### src/include/srap_pkg.sv
// Purpose: shared constants and types for the serial register access port
// Assumes: one system clock, serial pins sampled synchronously
// Notes: register space is 128 bytes of flip-flops
package srap_pkg;
    localparam int ADDR_W = 7;
    localparam int DATA_W = 8;
    localparam logic [2:0] BIT_CNT_RST = 3'h0;
    localparam logic [2:0] BIT_CNT_LAST = 3'h7;
    localparam logic [7:0] REG_RST = 8'h00;

    typedef enum logic [1:0] {
        SRAP_ST_CMD,
        SRAP_ST_WRITE,
        SRAP_ST_READ
    } srap_state_t;

    // serial pins coming from the host
    typedef struct packed {
        logic sclk;
        logic select_low;
        logic serial_in;
    } srap_pins_t;

    // pad drive for the serial output
    typedef struct packed {
        logic serial_out;
        logic serial_out_oe;
    } srap_pad_t;
endpackage : srap_pkg

### src/core/srap_port.sv
// Purpose: serial slave port giving a host read/write access to 128 control bytes
// Assumes: sclk, select_low and serial_in are synchronous to clk_sys and slow enough
//          that every serial clock level spans at least one clk_sys edge
// Notes: serial clock edges are found by comparing samples in the clk_sys domain
// Contract
// - A transfer is sixteen bits: direction bit, seven address bits, eight data bits.
// - A direction bit of one means write and zero means read.
// - The address selects one of 128 byte registers, each readable and writable.
// - Address and each data byte are taken as a whole after every eight serial clocks.
// - In a read the shifted-in data byte is ignored and no register changes.
// - In a read the register byte leaves on eight falling edges, msb first, bit zero last.
// - After the last read bit the output holds that bit while select stays low.
// - While select is high the output is released and the pull-up holds it high.
// - With select still low and clocking on, the address increments to the next register.
// - In a burst write a further byte is taken every eight serial clocks.
module srap_port #(
    parameter int NREGS = 128
) (
    input wire logic clk_sys,
    input wire logic rst,
    input wire srap_pkg::srap_pins_t pins,
    output srap_pkg::srap_pad_t pad,
    output logic [srap_pkg::DATA_W-1:0] wr_data,
    output logic [srap_pkg::ADDR_W-1:0] wr_addr,
    output logic wr_strobe
);
    import srap_pkg::*;

    logic sclk_q;
    logic rise;
    logic fall;
    logic active;
    srap_state_t state_q;
    logic [2:0] bit_cnt_q;
    logic [7:0] shift_q;
    logic [ADDR_W-1:0] addr_q;
    logic [DATA_W-1:0] tx_q;
    logic tx_ok_q;
    logic [DATA_W-1:0] regs_q [NREGS];
    logic [7:0] byte_in;

    assign active = !pins.select_low;
    assign rise = active && pins.sclk && !sclk_q;
    assign fall = active && !pins.sclk && sclk_q;
    assign byte_in = {shift_q[6:0], pins.serial_in};

    always_ff @(posedge clk_sys) begin
        if (rst) begin
            sclk_q <= 1'b0;
        end else begin
            sclk_q <= pins.sclk;
        end
    end

    // bit counter and framing
    always_ff @(posedge clk_sys) begin
        if (rst || !active) begin
            bit_cnt_q <= BIT_CNT_RST;
            shift_q <= REG_RST;
            state_q <= SRAP_ST_CMD;
        end else if (rise) begin
            shift_q <= byte_in;
            bit_cnt_q <= bit_cnt_q + 3'h1;
            if (bit_cnt_q == BIT_CNT_LAST && state_q == SRAP_ST_CMD) begin
                state_q <= byte_in[7] ? SRAP_ST_WRITE : SRAP_ST_READ;
            end
        end
    end

    // address: loaded from the command byte, bumped after each data byte
    always_ff @(posedge clk_sys) begin
        if (rst) begin
            addr_q <= '0;
        end else if (rise && bit_cnt_q == BIT_CNT_LAST) begin
            case (state_q)
                SRAP_ST_CMD: addr_q <= byte_in[ADDR_W-1:0];
                SRAP_ST_WRITE, SRAP_ST_READ: addr_q <= addr_q + 7'h01;
                default: addr_q <= addr_q;
            endcase
        end
    end

    // register space; writes only from a completed write byte
    always_ff @(posedge clk_sys) begin
        if (rst) begin
            for (int i = 0; i < NREGS; i++) begin
                regs_q[i] <= REG_RST;
            end
            wr_strobe <= 1'b0;
            wr_data <= REG_RST;
            wr_addr <= '0;
        end else begin
            wr_strobe <= 1'b0;
            // read phase never touches storage
            if (active && rise && bit_cnt_q == BIT_CNT_LAST && state_q == SRAP_ST_WRITE) begin
                regs_q[addr_q] <= byte_in;
                wr_strobe <= 1'b1;
                wr_data <= byte_in;
                wr_addr <= addr_q;
            end
        end
    end

    // read shifter: loads on the falling edge that opens each read byte
    always_ff @(posedge clk_sys) begin
        if (rst || !active) begin
            tx_q <= REG_RST;
            tx_ok_q <= 1'b0;
        end else if (fall && state_q == SRAP_ST_READ) begin
            if (bit_cnt_q == BIT_CNT_RST) begin
                tx_q <= regs_q[addr_q];
            end else begin
                tx_q <= {tx_q[6:0], 1'b0};
            end
            tx_ok_q <= 1'b1;
        end
    end

    // pad: released high when deselected, holds bit zero after the byte
    always_ff @(posedge clk_sys) begin
        if (rst) begin
            pad <= '{serial_out: 1'b1, serial_out_oe: 1'b0};
        end else if (!active) begin
            pad <= '{serial_out: 1'b1, serial_out_oe: 1'b0};
        end else if (fall && state_q == SRAP_ST_READ) begin
            pad <= '{serial_out: (bit_cnt_q == BIT_CNT_RST) ? regs_q[addr_q][7] : tx_q[6],
                     serial_out_oe: 1'b1};
        end else begin
            pad <= '{serial_out: pad.serial_out, serial_out_oe: tx_ok_q};
        end
    end
endmodule : srap_port

### config.mk
export PLATFORM = sky130hd
export DESIGN_NAME = srap_port
export DESIGN_NICKNAME = d
export VERILOG_FILES = /design/src/include/srap_pkg.sv /design/src/core/srap_port.sv
export SDC_FILE = /design/constraint.sdc
export NUM_CORES = 2
export LEC_CHECK = 0
export BUFFER_PORTS_ARGS = -buffer_cell sky130_fd_sc_hd__buf_2
export CAP_MARGIN = 0
export CORE_AREA = 2 2 291 293
export DETAILED_ROUTE_END_ITERATION = 16
export DIE_AREA = 0 0 293 295
export GPL_TIMING_DRIVEN = 0
export MAX_ROUTING_LAYER = met4
export PLACE_DENSITY_LB_ADDON = 0.25
export SLEW_MARGIN = 20
export SYNTH_ARGS = -nofsm -noshare
export SYNTH_HDL_FRONTEND = slang
export SYNTH_SLANG_ARGS = --single-unit
### constraint.sdc
create_clock -name clk_sys -period 3.84 [get_ports clk_sys]
set_clock_uncertainty 0.1 [all_clocks]
set_input_delay 0.384 -clock clk_sys [delete_from_list [all_inputs] [get_ports clk_sys]]
set_output_delay 0.384 -clock clk_sys [all_outputs]
set_load 0.01 [all_outputs]
==> results.py <==
metrics = {
    "run_status": {
        "status": "finished with violations",
        "violations": "setup timing",
    },
    "clocking": {
        "clockBufferDepth": 3,
        "clk_latency_ns": 0.71,
        "cts-buffers-inserted": 106,
        "tritoncts": "done",
        "clk_pin_slew_ns": 0.06,
        "cts_sinks": 1077,
        "h-tree-depth": 3,
        "root_buffer": "clkbuf_16",
    },
    "logic_synthesis": {
        "synth-compound-area-share": 0.03200,
        "synth_ff_type": "edfxtp_1",
        "ys_ff_latch": 1077,
        "avgSynthCellArea_um2": 14.44,
        "postSynthCellCount": 3426,
        "syn_nets": 3439,
        "synthMuxAreaShare": 0.1263,
        "synth_top_family_by_area": "simple AND/OR/NAND/NOR gates",
        "yosys_warnings": 0,
        "syn-cell-area_um2": 49450,
        "ys_seq_area_frac": 0.6432,
        "synth_xor_area_frac": 0.0001771,
        "synth_edf_count": 1024,
        "synthArstFlopShare": 0,
        "synthSimpleGateAreaFrac": 0.1697,
        "synth_fa_ha_area_frac": 0.002024,
        "synth_cell_type_count": 46,
    },
    "sta": {
        "whs_ns": 0.03013,
        "fin_crit_sh": 1.028,
        "rsz0062_at_grt": "no",
        "drv_slew": 0,
        "worst_pin_slew_ns": 1.290,
        "clock.fmax_mhz": 253.4,
        "setup_viol": 6,
        "hold_viol_final": 0,
        "setup_ws_ns": -0.1062,
        "fin_crit_ns": 3.946,
        "maxSlewHeadroom": 0.1401,
    },
    "finish": {
        "final_common_cell": "edfxtp_1",
        "layout-drive-gt1-share": 0.2004,
        "filler_cell_count": 5832,
        "syn_to_final_growth_pct": 10.94,
        "nets": 3576,
        "multi_input_area_um2": 16580,
        "ff_latch_area_um2": 31810,
        "postLayoutCellArea_um2": 54870,
        "layout_common_cells": "1024 x edfxtp_1, 896 x and2_1, 212 x mux4_2",
    },
    "job": {
        "cap_violations": 0,
    },
    "detailed_routing": {
        "wl_um": 163900,
        "vias": 32729,
        "final_antenna_net_count": 0,
        "drt_iter0_drc": 5293,
        "drc": 0,
        "wl_per_cell_um": 34.52,
        "routed_via_density": 6.892,
        "first_pass_iters": 7,
    },
    "power": {
        "pwr-share-comb": 0.034,
        "clockPowerShare": 0.424,
        "ir_drop_mv": 0.3905,
        "p_int_mw": 19.60,
        "pwr-share-seq": 0.542,
        "p_switching_mw": 5.393,
        "cellLeakagePower_nw": 17.81,
        "powerDensity_nw_per_um2": 455.5,
        "power_mw": 24.99,
        "switching_share": 0.2158,
    },
    "worst_setup_path": {
        "reg2reg_depth": 10,
        "path_max_fanout": 10,
        "endpoint_kind": "register",
        "ff2ff_setup_slack_ns": -0.11,
        "critPathLaunchType": "register",
        "worst_ep_required_time_ns": 4.32,
        "worstSetupPathType": "reg -> reg",
        "r2r_end": "tx_q[3]",
        "arrival_ns": 4.42,
    },
    "grt": {
        "grt_antenna_before_repair": 15,
        "grt_pass1_vias": 31814,
        "grt_max_degree": 16,
        "grt_overflow": 0,
        "grt_use_total": 0.3936,
        "grt_pass1_wl_um": 228400,
    },
    "floorplan": {
        "die-area_um2": 86440,
        "rows": 106,
        "io_pins": 23,
        "start_util": 0.5947,
        "die_h_um": 295,
        "die_w_um": 293,
        "core_area_um2": 83160,
    },
    "placed_design": {
        "hpwl_um": 113700,
        "dp_worst_setup_slack_ns": -0.6770,
        "port_buffers": 22,
        "gp_congestion": 1.057,
        "dpl_cell_area_um2": 50970,
    },
    "worst_hold_path": {
        "hp-class": "in -> reg",
        "hp-start": "rst",
        "holdPathStages": 3,
        "min_to": "shift_q[5]",
    },
}
==> flip-flops by register name (all words and copies together), names as in the netlist, named ones only <==
signal,flops
regs_q,1024
wr_data,8
addr_q,7
shift_q,7
tx_q,7
wr_addr,7
bit_cnt_q,3
pad,2
state_q,2
sclk_q,1
tx_ok_q,1
wr_strobe,1
==> layout make-up <==
| class | count | area share |
|---|---|---|
| Inverter | 13 | 0.0009350 |
| Antenna cell | 17 | 0.0007753 |
| Sequential cell | 1077 | 0.5798 |
| Buffer | 279 | 0.02497 |
| Clock buffer | 132 | 0.05142 |
| Tap cell | 1080 | 0.02463 |
| Multi-Input combinational cell | 2056 | 0.3022 |
| Timing Repair Buffer | 30 | 0.003215 |
| Clock inverter | 65 | 0.01209 |
==> how the worst max path moves through the flow <==
stage                   from              to  slack, ns  depth (start not counted)
floorplan            pins[2]  regs_q[110][0]       1.26                          9
global placement     pins[2]   regs_q[82][2]      -0.96                         10
detailed placement  register         tx_q[4]      -0.68                         10
CTS                   sclk_q   regs_q[82][4]      -0.04                          9
global route        register         tx_q[4]       0.02                         10
finish              register         tx_q[3]      -0.11                         10
==> worst max-delay path: stages, from the launching register on <==
cell	delay [ns]
dfxtp_1	0.30
clkbuf_1	0.17
nand2_1	0.55
clkbuf_4	0.53
clkbuf_2	0.37
o221ai_1	0.28
a21oi_1	0.27
nor3_2	0.11
o32ai_1	0.74
nor3_1	0.11
a221o_1	0.28
==> cell families after synthesis <==
kind of cell | after synthesis
multiplexers | 359
adder cells (fa/ha/maj) | 8
flip-flops | 1077
AND/OR/NAND/NOR | 1478
buffers and inverters | 293
XOR/XNOR | 1
AO/OA/AOI/OAI | 210
==> synthesized netlist by cell type (all sizes together), types with 3 or more instances <==
| master | n | area share |
|---|---|---|
| o221ai | 79 | 0.014 |
| o31ai | 3 | 0.00046 |
| nand2 | 86 | 0.0065 |
| nor3 | 163 | 0.016 |
| inv | 11 | 0.00083 |
| a22oi | 4 | 0.00061 |
| clkbuf | 217 | 0.016 |
| nor2 | 169 | 0.013 |
| o21ai | 3 | 0.00030 |
| and2 | 896 | 0.11 |
| mux4 | 212 | 0.097 |
| a221o | 6 | 0.0012 |
| buf | 63 | 0.0091 |
| nand3 | 17 | 0.0017 |
| ha | 8 | 0.0020 |
| nand2b | 3 | 0.00038 |
| mux2i | 146 | 0.030 |
| o221a | 4 | 0.00091 |
| or2 | 131 | 0.017 |
| o32ai | 6 | 0.0011 |
| o22ai | 39 | 0.0049 |
| nand4 | 3 | 0.00038 |
| nor2b | 6 | 0.00076 |
| a211oi | 20 | 0.0030 |
| dfxtp | 53 | 0.021 |
| edfxtp | 1024 | 0.62 |
| a21oi | 42 | 0.0043 |
==> per-stage QoR <==
step | util | TNS (ns) | cells
floorplan | - | 0 | 3426
global placement | 0.6123 | -732.48 | 4528
detailed placement | 0.6129 | -322.51 | 4529
CTS | 0.6575 | -0.9712 | 4730
global route | 0.6596 | 0 | 4742
finish | 0.6598 | -0.3833 | 4749
==> repair_timing <==
item / 4_1_cts / 5_1_grt
resized for setup: 80 / 59
hold buffers: 1 / 0
endpoints found under the setup margin: 851 / 715
pin swaps: 2 / 1
hold endpoints to repair: 1 / 0
setup buffers: 4 / 2
==> power groups by stage <==
stage | clock [mW] | sequential (mW) | combinational (mW)
after floorplan | 0 | 13.7 | 0.501
after global placement | 0 | 13.7 | 0.796
after detailed placement | 0 | 13.8 | 0.818
after CTS | 10.5 | 13.5 | 0.822
after global routing | 11.0 | 13.6 | 0.867
final | 10.6 | 13.5 | 0.852
==> per-layer routing <==
layer / wire [um] / track usage / vias to the layer above
met1: 56150 / 0.4916 / 16409
met2: 72630 / 0.5709 / 2672
met4: 12160 / 0.2369 / 0
li1: - / - / 13008
met5: 0 / - / -
met3: 22990 / 0.1184 / 640
Note: power is estimated with default switching activity, not from simulation.
